File: src/include/sar_adc_regs.svh
// Register offsets, field positions, reset values and timing counts of the ADC sequencer
`ifndef SAR_ADC_REGS_SVH
`define SAR_ADC_REGS_SVH

// ****************************************
// Register word offsets (byte address = 4 x index)
// ****************************************
`define ADC_IDX_CTRL_LOW 8'h9C
`define ADC_IDX_CTRL_HIGH 8'h9D
`define ADC_IDX_RESULT_LOW 8'h9E
`define ADC_IDX_RESULT_HIGH 8'h9F
`define ADC_IDX_IRQ_STATUS 8'hA0
`define ADC_IDX_IRQ_ENABLE 8'hA1
`define ADC_IDX_IRQ_CLEAR 8'hA2
`define ADC_IDX_STOP_MODE 8'hA3

// ****************************************
// Control low fields
// ****************************************
`define ADC_CL_POWER_BIT 7
`define ADC_CL_START_BIT 6
`define ADC_CL_REFSEL_BIT 5
`define ADC_CL_DONE_BIT 4
`define ADC_CL_CHAN_LSB 0

// ****************************************
// Control high fields
// ****************************************
`define ADC_CH_IRQ_BIT 7
`define ADC_CH_TRIG_LSB 3
`define ADC_CH_ALIGN_BIT 2
`define ADC_CH_CLKDIV_LSB 0

// ****************************************
// Reset values
// ****************************************
`define ADC_CTRL_LOW_RESET 8'h00
`define ADC_CTRL_HIGH_RESET 8'h00

// ****************************************
// Conversion timing in converter clocks
// ****************************************
`define ADC_SETUP_CLOCKS 10
`define ADC_CLOCKS_PER_BIT 4
`define ADC_RESULT_BITS 12
`define ADC_TOTAL_CLOCKS 58

`endif

File: src/include/sar_adc_pkg.sv
// Types shared by the ADC sequencer files
package sar_adc_pkg;
    typedef enum logic [2:0] {
        TRIG_SOFT,
        TRIG_T1_A,
        TRIG_T4_OVF,
        TRIG_T4_A,
        TRIG_T4_B,
        TRIG_T4_C
    } start_source_e;

    typedef enum logic [1:0] {
        CONV_IDLE,
        CONV_SETUP,
        CONV_BITS
    } conv_state_e;
endpackage

File: src/design/sar_adc_sequencer_12bit.sv
// Register file, trigger selection and successive-approximation sequencer of a 12-bit ADC
//
// What this block does
// - Successive approximation yields the 12-bit result
// - Ten setup plus four clocks per bit
// - On completion load result, set done, flag
// - Done reads zero during conversion
// - Start-source field selects trigger event
// - Channel field selects input or 1.8V node
// - Align zero: high-justified result placement
// - Align one: low-justified result placement
// - Clock field divides system clock 1/2/4/8
// - Irq flag sets; cleared by write or acknowledge
`timescale 1ns/10ps
`include "sar_adc_regs.svh"
module sar_adc_sequencer_12bit
    import sar_adc_pkg::*;
#(
    parameter int RESULT_BITS = `ADC_RESULT_BITS
) (
    // Clock, reset, enable
    input wire logic clk_in,
    input wire logic arst_n_in,
    input wire logic clk_en_in,
    // Avalon-MM slave
    input wire logic [9:0] avs_address_in,
    input wire logic avs_read_in,
    input wire logic avs_write_in,
    input wire logic [3:0] avs_byteenable_in,
    input wire logic [31:0] avs_writedata_in,
    output logic [31:0] avs_readdata_out,
    output logic avs_waitrequest_out,
    // Trigger events from timers, same clock
    input wire logic t1_match_a_in,
    input wire logic t4_overflow_in,
    input wire logic t4_match_a_in,
    input wire logic t4_match_b_in,
    input wire logic t4_match_c_in,
    // Processor state
    input wire logic stop_mode_in,
    input wire logic irq_ack_in,
    // Analog multiplexer and converter core
    output logic [3:0] input_channel_select_out,
    output logic ref_select_out,
    output logic mux_enable_out,
    output logic sample_out,
    output logic [RESULT_BITS-1:0] dac_code_out,
    input wire logic comparator_in,
    // Interrupt
    output logic irq_out
);
    if (RESULT_BITS != `ADC_RESULT_BITS) begin : bad_width
        $error("Result layout serves only twelve bits");
    end

    localparam int PHASE_W = 2;
    localparam logic [3:0] SETUP_LAST = 4'(`ADC_SETUP_CLOCKS - 1);
    localparam logic [PHASE_W-1:0] PHASE_LAST = PHASE_W'(`ADC_CLOCKS_PER_BIT - 1);

    // ****************************************
    // Control registers
    // ****************************************
    logic module_power_enable_r;
    logic soft_convert_start_r;
    logic ref_select_r;
    logic conversion_done_flag_r;
    logic [3:0] input_channel_select_r;
    logic conv_irq_flag_r;
    logic [2:0] start_source_select_r;
    logic align_low_r;
    logic [1:0] conv_clock_divider_r;
    logic irq_enable_r;
    logic [7:0] result_high_r;
    logic [7:0] result_low_r;

    // ****************************************
    // Bus decode
    // ****************************************
    logic access_done_r;
    logic [7:0] word_index;
    logic bus_request;
    logic take;
    logic wr_ctrl_low;
    logic wr_ctrl_high;
    logic wr_irq_enable;
    logic wr_irq_clear;
    logic [7:0] wdata;
    logic [31:0] rdata;

    assign word_index = avs_address_in[9:2];
    assign bus_request = avs_read_in || avs_write_in;
    // One wait cycle per access: waitrequest drops on the second cycle of the request
    // A frozen clock enable keeps the bus stalled, so no access is answered and then lost
    assign avs_waitrequest_out = bus_request && !(access_done_r && clk_en_in);
    assign take = bus_request && access_done_r && clk_en_in;
    assign wdata = avs_writedata_in[7:0];
    assign wr_ctrl_low = take && avs_write_in && avs_byteenable_in[0]
        && word_index == `ADC_IDX_CTRL_LOW;
    assign wr_ctrl_high = take && avs_write_in && avs_byteenable_in[0]
        && word_index == `ADC_IDX_CTRL_HIGH;
    assign wr_irq_enable = take && avs_write_in && avs_byteenable_in[0]
        && word_index == `ADC_IDX_IRQ_ENABLE;
    assign wr_irq_clear = take && avs_write_in && avs_byteenable_in[0]
        && word_index == `ADC_IDX_IRQ_CLEAR;

    always_ff @(posedge clk_in or negedge arst_n_in) begin
        if (!arst_n_in) begin
            access_done_r <= 1'b0;
        end else if (clk_en_in) begin
            access_done_r <= bus_request && !access_done_r;
        end
    end

    // ****************************************
    // Sequencer state
    // ****************************************
    conv_state_e state_r;
    logic [3:0] setup_count_r;
    logic [PHASE_W-1:0] phase_r;
    logic [3:0] bit_index_r;
    logic [RESULT_BITS-1:0] sar_r;
    logic tick;
    logic busy;
    logic trigger;
    logic finish;

    assign busy = state_r != CONV_IDLE;

    always_comb begin
        unique case (start_source_select_r)
            3'h0: trigger = soft_convert_start_r;
            3'h1: trigger = t1_match_a_in;
            3'h2: trigger = t4_overflow_in;
            3'h3: trigger = t4_match_a_in;
            3'h4: trigger = t4_match_b_in;
            3'h5: trigger = t4_match_c_in;
            default: trigger = 1'b0;
        endcase
    end

    conv_clock_divider u_divider (
        .clk_in(clk_in),
        .arst_n_in(arst_n_in),
        .clk_en_in(clk_en_in),
        .run_in(busy),
        .div_sel_in(conv_clock_divider_r),
        .tick_out(tick)
    );

    assign finish = state_r == CONV_BITS && tick && phase_r == PHASE_LAST
        && bit_index_r == 4'h0;

    // Stop mode or power-off aborts a running conversion; a late trigger is ignored
    always_ff @(posedge clk_in or negedge arst_n_in) begin
        if (!arst_n_in) begin
            state_r <= CONV_IDLE;
            setup_count_r <= 4'h0;
            phase_r <= '0;
            bit_index_r <= 4'h0;
        end else if (clk_en_in) begin
            if (!module_power_enable_r || stop_mode_in) begin
                state_r <= CONV_IDLE;
            end else begin
                unique case (state_r)
                    CONV_IDLE: begin
                        if (trigger) begin
                            state_r <= CONV_SETUP;
                            setup_count_r <= 4'h0;
                        end
                    end
                    CONV_SETUP: begin
                        if (tick) begin
                            if (setup_count_r == SETUP_LAST) begin
                                state_r <= CONV_BITS;
                                phase_r <= '0;
                                bit_index_r <= 4'(RESULT_BITS - 1);
                            end else begin
                                setup_count_r <= setup_count_r + 4'h1;
                            end
                        end
                    end
                    CONV_BITS: begin
                        if (tick) begin
                            phase_r <= phase_r + PHASE_W'(1);
                            if (phase_r == PHASE_LAST) begin
                                if (bit_index_r == 4'h0) begin
                                    state_r <= CONV_IDLE;
                                end else begin
                                    bit_index_r <= bit_index_r - 4'h1;
                                end
                            end
                        end
                    end
                endcase
            end
        end
    end

    // Trial bit set on first phase, kept or dropped on the last phase
    always_ff @(posedge clk_in or negedge arst_n_in) begin
        if (!arst_n_in) begin
            sar_r <= '0;
        end else if (clk_en_in) begin
            if (state_r == CONV_SETUP && tick && setup_count_r == SETUP_LAST) begin
                sar_r <= '0;
            end else if (state_r == CONV_BITS && tick) begin
                if (phase_r == '0) begin
                    sar_r[bit_index_r] <= 1'b1;
                end else if (phase_r == PHASE_LAST) begin
                    sar_r[bit_index_r] <= comparator_in;
                end
            end
        end
    end

    assign dac_code_out = sar_r;
    assign sample_out = state_r == CONV_SETUP;
    assign mux_enable_out = module_power_enable_r && !stop_mode_in;
    assign input_channel_select_out = input_channel_select_r;
    assign ref_select_out = ref_select_r;

    // ****************************************
    // Result registers
    // ****************************************
    logic [RESULT_BITS-1:0] final_code;
    assign final_code = {sar_r[RESULT_BITS-1:1], comparator_in};

    always_ff @(posedge clk_in or negedge arst_n_in) begin
        if (!arst_n_in) begin
            result_high_r <= 8'h00;
            result_low_r <= 8'h00;
        end else if (clk_en_in && finish) begin
            if (align_low_r) begin
                result_high_r <= {4'h0, final_code[11:8]};
                result_low_r <= final_code[7:0];
            end else begin
                result_high_r <= final_code[11:4];
                result_low_r <= {final_code[3:0], 4'h0};
            end
        end
    end

    // ****************************************
    // Control register writes
    // ****************************************
    always_ff @(posedge clk_in or negedge arst_n_in) begin
        if (!arst_n_in) begin
            module_power_enable_r <= 1'b0;
            ref_select_r <= 1'b0;
            input_channel_select_r <= 4'h0;
            start_source_select_r <= 3'h0;
            align_low_r <= 1'b0;
            conv_clock_divider_r <= 2'h0;
            irq_enable_r <= 1'b0;
        end else if (clk_en_in) begin
            if (stop_mode_in) begin
                module_power_enable_r <= 1'b0;
            end else if (wr_ctrl_low) begin
                module_power_enable_r <= wdata[`ADC_CL_POWER_BIT];
            end
            if (wr_ctrl_low) begin
                ref_select_r <= wdata[`ADC_CL_REFSEL_BIT];
                input_channel_select_r <= wdata[`ADC_CL_CHAN_LSB +: 4];
            end
            if (wr_ctrl_high) begin
                start_source_select_r <= wdata[`ADC_CH_TRIG_LSB +: 3];
                align_low_r <= wdata[`ADC_CH_ALIGN_BIT];
                conv_clock_divider_r <= wdata[`ADC_CH_CLKDIV_LSB +: 2];
            end
            if (wr_irq_enable) begin
                irq_enable_r <= wdata[0];
            end
        end
    end

    // Start bit lives one cycle at most: it is consumed or dropped at once
    always_ff @(posedge clk_in or negedge arst_n_in) begin
        if (!arst_n_in) begin
            soft_convert_start_r <= 1'b0;
        end else if (clk_en_in) begin
            soft_convert_start_r <= wr_ctrl_low && wdata[`ADC_CL_START_BIT]
                && wdata[`ADC_CL_POWER_BIT]
                && start_source_select_r == 3'h0 && !busy;
        end
    end

    always_ff @(posedge clk_in or negedge arst_n_in) begin
        if (!arst_n_in) begin
            conversion_done_flag_r <= 1'b0;
        end else if (clk_en_in) begin
            if (stop_mode_in || (wr_ctrl_low && !wdata[`ADC_CL_POWER_BIT])) begin
                conversion_done_flag_r <= 1'b0;
            end else if (finish) begin
                conversion_done_flag_r <= 1'b1;
            end else if (state_r == CONV_IDLE && trigger && module_power_enable_r) begin
                conversion_done_flag_r <= 1'b0;
            end
        end
    end

    // Completion wins over a clear that lands in the same cycle
    always_ff @(posedge clk_in or negedge arst_n_in) begin
        if (!arst_n_in) begin
            conv_irq_flag_r <= 1'b0;
        end else if (clk_en_in) begin
            if (finish) begin
                conv_irq_flag_r <= 1'b1;
            end else if (irq_ack_in) begin
                conv_irq_flag_r <= 1'b0;
            end else if (wr_ctrl_high && !wdata[`ADC_CH_IRQ_BIT]) begin
                conv_irq_flag_r <= 1'b0;
            end else if (wr_irq_clear && wdata[0]) begin
                conv_irq_flag_r <= 1'b0;
            end
        end
    end

    assign irq_out = conv_irq_flag_r && irq_enable_r;

    // ****************************************
    // Read data
    // ****************************************
    always_comb begin
        rdata = 32'h0000_0000;
        unique case (word_index)
            `ADC_IDX_CTRL_LOW: rdata[7:0] = {module_power_enable_r, 1'b0, ref_select_r,
                conversion_done_flag_r && !busy, input_channel_select_r};
            `ADC_IDX_CTRL_HIGH: rdata[7:0] = {conv_irq_flag_r, 1'b0, start_source_select_r,
                align_low_r, conv_clock_divider_r};
            `ADC_IDX_RESULT_LOW: rdata[7:0] = result_low_r;
            `ADC_IDX_RESULT_HIGH: rdata[7:0] = result_high_r;
            `ADC_IDX_IRQ_STATUS: rdata[0] = conv_irq_flag_r;
            `ADC_IDX_IRQ_ENABLE: rdata[0] = irq_enable_r;
            `ADC_IDX_STOP_MODE: rdata[0] = stop_mode_in;
            default: rdata = 32'h0000_0000;
        endcase
    end

    always_ff @(posedge clk_in or negedge arst_n_in) begin
        if (!arst_n_in) begin
            avs_readdata_out <= 32'h0000_0000;
        end else if (clk_en_in) begin
            if (bus_request && !access_done_r && avs_read_in) begin
                avs_readdata_out <= rdata;
            end
        end
    end
endmodule

File: src/design/conv_clock_divider.sv
// Conversion clock enable generator dividing the system clock by 1, 2, 4 or 8
`timescale 1ns/10ps
module conv_clock_divider (
    // Clock and reset
    input wire logic clk_in,
    input wire logic arst_n_in,
    input wire logic clk_en_in,
    // Control
    input wire logic run_in,
    input wire logic [1:0] div_sel_in,
    // Output
    output logic tick_out
);
    logic [2:0] count_r;
    logic [2:0] limit;

    always_comb begin
        unique case (div_sel_in)
            2'h0: limit = 3'h0;
            2'h1: limit = 3'h1;
            2'h2: limit = 3'h3;
            2'h3: limit = 3'h7;
        endcase
    end

    // Counter restarts with every conversion so the first tick is a full period away
    always_ff @(posedge clk_in or negedge arst_n_in) begin
        if (!arst_n_in) begin
            count_r <= 3'h0;
        end else if (clk_en_in) begin
            if (!run_in || count_r >= limit) begin
                count_r <= 3'h0;
            end else begin
                count_r <= count_r + 3'h1;
            end
        end
    end

    assign tick_out = run_in && (count_r >= limit);
endmodule

File: config.mk
export PLATFORM = sky130hd
export DESIGN_NAME = sar_adc_sequencer_12bit
export DESIGN_NICKNAME = d
export VERILOG_FILES = /design/src/include/sar_adc_pkg.sv /design/src/design/sar_adc_sequencer_12bit.sv /design/src/design/conv_clock_divider.sv
export VERILOG_INCLUDE_DIRS = /design/src /design/src/include
export SDC_FILE = /design/constraint.sdc
export NUM_CORES = 1
export LEC_CHECK = 0
export BUFFER_PORTS_ARGS = -buffer_cell sky130_fd_sc_hd__clkbuf_2
export CORE_ASPECT_RATIO = 1.1
export CORE_UTILIZATION = 53
export CTS_CLUSTER_SIZE = 30
export DETAILED_ROUTE_END_ITERATION = 10
export GPL_ROUTABILITY_DRIVEN = 1
export PLACE_DENSITY_LB_ADDON = 0.3
export SYNTH_ARGS = -nofsm -noshare
export SYNTH_HDL_FRONTEND = slang
export SYNTH_SLANG_ARGS = --single-unit
File: constraint.sdc
create_clock -name clk_in -period 3.3 [get_ports clk_in]
set_clock_uncertainty 0.05 [all_clocks]
set_input_delay 0 -clock clk_in [delete_from_list [all_inputs] [get_ports clk_in]]
set_output_delay 0 -clock clk_in [all_outputs]
set_load 0.05 [all_outputs]
# --- Word-level counts from Yosys, hierarchy flattened ---
# Cells that the tools add are included.
classes:
  add_sub_neg: 4
  multipliers: 0
  n_div: 0
  magnitude_cmp: 3
  n_eq_ne: 33
  shifts: 0
  mux: 45
  bitwise_logic: 2
  reduce_logical: 67
op_table:
  columns: ["op", "n"]
  rows:
  - ["8-bit == test (second input constant)", 8]
  - ["12-bit 2-to-1 mux", 4]
  - ["1-bit logical AND", 32]
  - ["4-bit 2-to-1 mux", 8]
  - ["7-bit one-hot mux with 4 select lines", 1]
  - ["2-bit 2-to-1 mux", 10]
  - ["8-bit 2-to-1 mux", 2]
  - ["4-bit one-hot mux with 2 select lines", 2]
  - ["2-bit AND reduction", 7]
  - ["12-bit bitwise mux", 1]
  - ["3-bit by 1-bit != test with 1-bit output (second input constant)", 4]
  - ["12-bit OR", 1]
  - ["3-bit one-hot mux with 4 select lines", 1]
  - ["6-bit AND reduction", 2]
  - ["1-bit 2-to-1 mux", 10]
  - ["2-bit nonzero test", 5]
  - ["2-bit == test (second input constant)", 4]
  - ["2-bit != test (second input constant)", 4]
  - ["8-bit AND reduction", 1]
  - ["1-bit one-hot mux with 7 select lines", 1]
  - ["7-bit AND reduction", 1]
  - ["3-bit by 2-bit == test with 1-bit output (second input constant)", 2]
  - ["3-bit == test (second input constant)", 2]
  - ["1-bit logical NOT", 6]
  - ["26 further kinds", 35]
word_totals:
  register_bits: 68
  latchBits: 0
  ramBits: 0
  rom_bits: 0
  input_bits: 59
  out_inout_bits: 53
  elab_cells: 174
  memories: 0

# --- Longest topological paths before layout ---
depth:
  ltp_word: 11
  depth_mapped: 9
  depth_no_buf: 7

# --- By module ---
# From an unflattened synthesis, not the netlist that was laid out.
unflattened:
  hier_cells: 388
  area_unflattened_um2: 3963.8
by_module_without_submodules:
  columns: ["module", "n_inst", "cells_per_inst", "area_each_um2", "seq_area_each_um2"]
  rows:
  - ["sar_adc_sequencer_12bit", 1, 361, 3722.3, 1626.6]
  - ["conv_clock_divider", 1, 27, 241.5, 75.1]

# --- Worst setup path after synthesis ---
# No wires, ideal clock.
synth_timing:
  kind: "reg2reg"
  startpoint: "register state_r[1]"
  endpoint: "register sar_r[5] (netlist: dac_code_out[5])"
  setup_time_ns: 0.121
  t_arrival_ns: 2.254
  required_ns: 3.129
  path_slack_ns: 0.875
  stages_incl_launch_ff: 9
  path_buffers: 2
  period_less_slack_ns: 2.425
  cell_sequence: "dfrtp_1 inv_1 ha_1 buf_2 nand4b_1 nor3_1 clkbuf_1 o21ai_0 a22o_1"
synth_via:
  word_cells_on_any_way: 11
  classes_between: "2 x eq/ne; 1 x mux; 8 x reduce/logical"
synth_rtl:
  columns: ["item", "line", "source"]
  rows:
  - ["start, declared", "sar_adc_sequencer_12bit.sv:117", "conv_state_e state_r;"]
  - ["start signal, assigned", "sar_adc_sequencer_12bit.sv:156", "state_r <= CONV_IDLE;"]
  - ["start signal, assigned", "sar_adc_sequencer_12bit.sv:162", "state_r <= CONV_IDLE;"]
  - ["start signal, assigned", "sar_adc_sequencer_12bit.sv:167", "state_r <= CONV_SETUP;"]
  - ["2-bit by 1-bit == test with 1-bit output *", null, null]
  - ["via sample_out", "sar_adc_sequencer_12bit.sv:46", "output logic sample_out,"]
  - ["1-bit logical AND * (2 in series)", "sar_adc_sequencer_12bit.sv:204", "if (state_r == CONV_SETUP && tick && setup_count_r == SETUP_LAST) begin"]
  - ["3-bit nonzero test (no source line) or 2-bit nonzero test (tied branches)", null, null]
  - ["3-bit AND reduction (no source line)", null, null]
  - ["end signal, assigned by index", "sar_adc_sequencer_12bit.sv:210", "sar_r[bit_index_r] <= comparator_in;"]
  - ["end, declared", "sar_adc_sequencer_12bit.sv:121", "logic [RESULT_BITS-1:0] sar_r;"]
# Mark *: on every way through the listed nets, which the timed path passes. The rest lies on a longest branch.
# A chain may end at the register's enable or synchronous reset.

# --- Worst setup path after layout ---
layout_timing:
  startpoint: "register conv_clock_divider_r[1]"
  endpoint: "register sar_r[3] (netlist: dac_code_out[3])"
layout_via:
  elab_chain_len: 8
  word_cells_on_any_way: 14
  classes_between: "1 x order compare; 3 x eq/ne; 2 x mux; 8 x reduce/logical"
layout_lines:
  columns: ["item", "line", "source"]
  rows:
  - ["start, declared", "sar_adc_sequencer_12bit.sv:71", "logic [1:0] conv_clock_divider_r;"]
  - ["start signal, assigned", "sar_adc_sequencer_12bit.sv:268", "conv_clock_divider_r <= wdata[`ADC_CH_CLKDIV_LSB +: 2];"]
  - ["2-bit == test (tied with other cells)", "conv_clock_divider.sv:18", "unique case (div_sel_in)"]
  - ["3-bit one-hot mux with 4 select lines *", "conv_clock_divider.sv:18", null]
  - ["3-bit >= comparator *", "conv_clock_divider.sv:39", "assign tick_out = run_in && (count_r >= limit);"]
  - ["1-bit logical AND *", "conv_clock_divider.sv:39", null]
  - ["1-bit logical AND (2 in series)", "sar_adc_sequencer_12bit.sv:204", null]
  - ["3-bit nonzero test (no source line) or 2-bit nonzero test (tied branches)", null, null]
  - ["3-bit AND reduction (no source line)", null, null]
# Every way passes the cells marked *; elsewhere a longest branch is shown, timed or not.

==> results.cfg <==
[run_status]
outcome = finished clean

[cts]
cts_buffers = 9
cts_buffer_depth = 2
ctsResizeCount = 0
h-tree-depth = 3
clock-sinks = 68
clk_pin_slew_worst_paths_ns = 0.08
insertion_delay_ns = 0.36
cts_tree = yes
cts-root-buf = clkbuf_8

[sta]
grt_setup_unrepaired = false
post-route-min-period_ns = 2.89
slew_headroom_pct = 32.4
final_max_slew_viol_count = 0
tightest_slew_ns = 1.01
hold_viol_final = 0
setup_tns_ns = 0
finalSetupViolations = 0
fmax_ghz = 0.346
post-route-period-util_pct = 87.7
fin_ws_ns = 0.407

[place]
dpl_worst_slack_ns = 0.404
numPortBuffers = 58
place_congestion = 0.847
hpwlAfterDp_mm = 6.29
placed_area_mm2 = 0.00427

[worst_setup_path]
worstSetupPathType = register to register
path_cells = or2_2 -> ha_1 -> nand2b_1 -> a31oi_2 -> nor3_1 -> o21ai_0 -> a22o_1
cp_max_fo = 12
arrival_ns = 3.09
worst-path-buf-inv = 0
path_delay_family = simple AND/OR/NAND/NOR gates
reg2reg_depth = 7
end_kind = register
setup.worst_path.start = conv_clock_divider_r[1]
cpMaxStageDelayCell = nor3_1
worstReg2RegStart = conv_clock_divider_r[1]
cp.depth = 7
critPathRequiredTime_ns = 3.50
cp-start-kind = register
slowest_delay_ns = 0.87

[grt]
globalRouteOverflowTotal = 0
grt_pass1_wl_mm = 14.6
grt_antenna_before_repair = 0
grtUsageTotal_pct = 24.0
grt_max_degree = 41
grt_pass1_vias = 2949

[logic_synthesis]
synth-warning-count = 0
synthDominantCellAreaShare_pct = 42.1
seq_area_frac_synth_pct = 42.1
synth.cell_area_mm2 = 0.00405
yosysUniqueCellTypes = 56
syn_area_per_cell_um2 = 10.3
synth.area.top_cells = dfrtp_1 42%, ha_1 5.3%, a22o_1 4.5%
synth_top_cell_by_area = dfrtp_1
async_flop_share_pct = 100
synthCells = 394
ys_seq_elements = 68
synth_edf_count = 0
synth-main-ff-cell = dfrtp_1

[power_and_ir_drop]
ir_drop_uv = 171
p_int_mw = 1.24
combPwrFrac_pct = 9.8
p_leak_nw = 2.14
powerDensity_mw_per_mm2 = 376
p_clk_share_pct = 41.7
p_sw_share_pct = 28.7
p_seq_share_pct = 48.5
p_sw_mw = 0.500

[floorplan]
start_util_pct = 54.4
die_h_um = 93.6
num_io_pins = 112
rows = 33
die_area_mm2 = 0.00799
core_mm2 = 0.00743
die_w_um = 85.3

[drt]
wl_per_cell_um = 15.9
via_per_inst = 5.73
ant_nets = 0
drc = 0
wirelength_mm = 8.78
num_vias = 3162
first_pass_iters = 4
drtIter0Drc = 189

[finish]
diodes = 0
final_area_mm2 = 0.00463
syn_to_final_growth_pct = 14.3
nets = 536
drive_gt1_share_pct = 22.6

[flow_run]
max-cap-violations = 0

[min_path]
worstHoldPathType = input pin to register
hold_path_depth = 5
hold_start = avs_address_in[5]
## worst paths after layout
check                                           end  slack [ns]
worst min register to register      result_low_r[5]        0.44
worst min-delay path                conv_irq_flag_r        0.11
worst max register to register      dac_code_out[3]        0.41
worst max-delay path                dac_code_out[3]        0.41
max in group asynchronous             access_done_r        2.07
min in group asynchronous       avs_readdata_out[4]        0.23
## layout by cell type, fill, tap and decap left out, types with 3 or more instances in the layout
cell and count:
nand4b_1 4, clkbuf_2 57, o21ai_0 27, mux2i_1 12
nor3_1 5, a21oi_1 7, ha_1 17, and2_1 10
or3_1 3, dfrtp_1 68, dlygate4sd3_1 15, o21ai_1 14
a22o_1 21, o31ai_1 3, o211ai_1 3, mux2_2 14
inv_1 16, mux4_2 6, nand2_1 32, clkbuf_8 9
nor2_1 11, nand3b_1 4, a21o_1 7, nand3_1 12
conb_1 24, nand2b_1 12
## tightest hold or removal path: cells and delay by family
kind,cells,cell delay [ns]
AND/OR/NAND/NOR,2,0.18
buffers and inverters,1,0.09
AO/OA/AOI/OAI,2,0.21
## power groups by stage
stage	clock (mW)	sequential, mW	combinational [mW]
3_5_place_dp	0	0.862	0.159
3_3_place_gp	0	0.861	0.156
5_1_grt	0.780	0.847	0.184
4_1_cts	0.735	0.845	0.171
2_1_floorplan	0	0.863	0.130
6_report	0.726	0.846	0.170
## repair_timing
item / in CTS / in global routing
hold endpoints to repair: 58 / 0
buffers inserted: 0 / 0
hold buffers: 15 / 0
## layer usage
metal  wire [µm]  GRT usage, %  up-vias
met4         216          11.7        0
met2        4360          39.9       75
li1            -             -     1525
met5           0             0        -
met3         352          3.71       16
met1        3850          30.6     1546
## sequential cells by signal, indices dropped and copies added (netlist names), 3 cells and up
register	cells
avs_readdata_out	8
result_low_r	8
u_divider.count_r	3
setup_count_r	4
input_channel_select_out	4
result_high_r	8
start_source_select_r	3
dac_code_out	12
bit_index_r	4
## Yosys cell counts, drive strengths merged, types with 2 or more instances
cell     count
dfrtp       68
xor2         2
a211o        2
o2bb2ai      2
a22o        21
a221o        2
and2        10
or3          3
clkbuf       6
buf         37
inv         16
nand4b       4
or4          2
a21boi       2
a21oi        7
o31ai        3
mux2i       12
o21ai       41
o211ai       4
mux2        14
nor2        12
ha          17
nor4b        2
nand2       32
nand3       12
a21o         7
nand3b       4
nand4        2
or2          2
nor3b        2
a211oi       3
nor4         4
mux4         7
nand2b      12
o22ai        2
a31oi        2
nor2b        2
nor3         5
## area by class of cell
class | count | area, µm²
Inverter | 16 | 60.1
Sequential cell | 68 | 1700
Timing Repair Buffer | 75 | 455
Multi-Input combinational cell | 290 | 2090
Clock inverter | 7 | 82.6
Fill cell | 595 | 2810
Tap cell | 87 | 109
Clock buffer | 9 | 124
## kinds of logic (layout without fill, tap and decap cells)
logic type,after synthesis,after routing,synth area share [%]
AOI/OAI and AO/OA,104,104,17.7
muxes,33,33,10.9
xor gates and xnor gates,2,2,0.433
other,1,24,0.0927
buffers and inverters,59,107,8.32
DFF,68,68,42.1
adders and majority gates,17,17,5.26
and+or+nand+nor,110,110,15.3
## through the flow
step | power (mW) | hold WS [ns] | instances | utilization (%)
6_report | 1.74 | 0.105 | 552 | 62.3
5_1_grt | 1.81 | 0.126 | 552 | 62.3
4_1_cts | 1.75 | 0.0947 | 552 | 62.3
3_5_place_dp | 1.02 | 0.112 | 521 | 57.5
3_3_place_gp | 1.02 | 0.108 | 521 | 57.5
2_1_floorplan | 0.993 | -0.346 | 417 | -
Note: power is estimated with default switching activity, not from simulation.
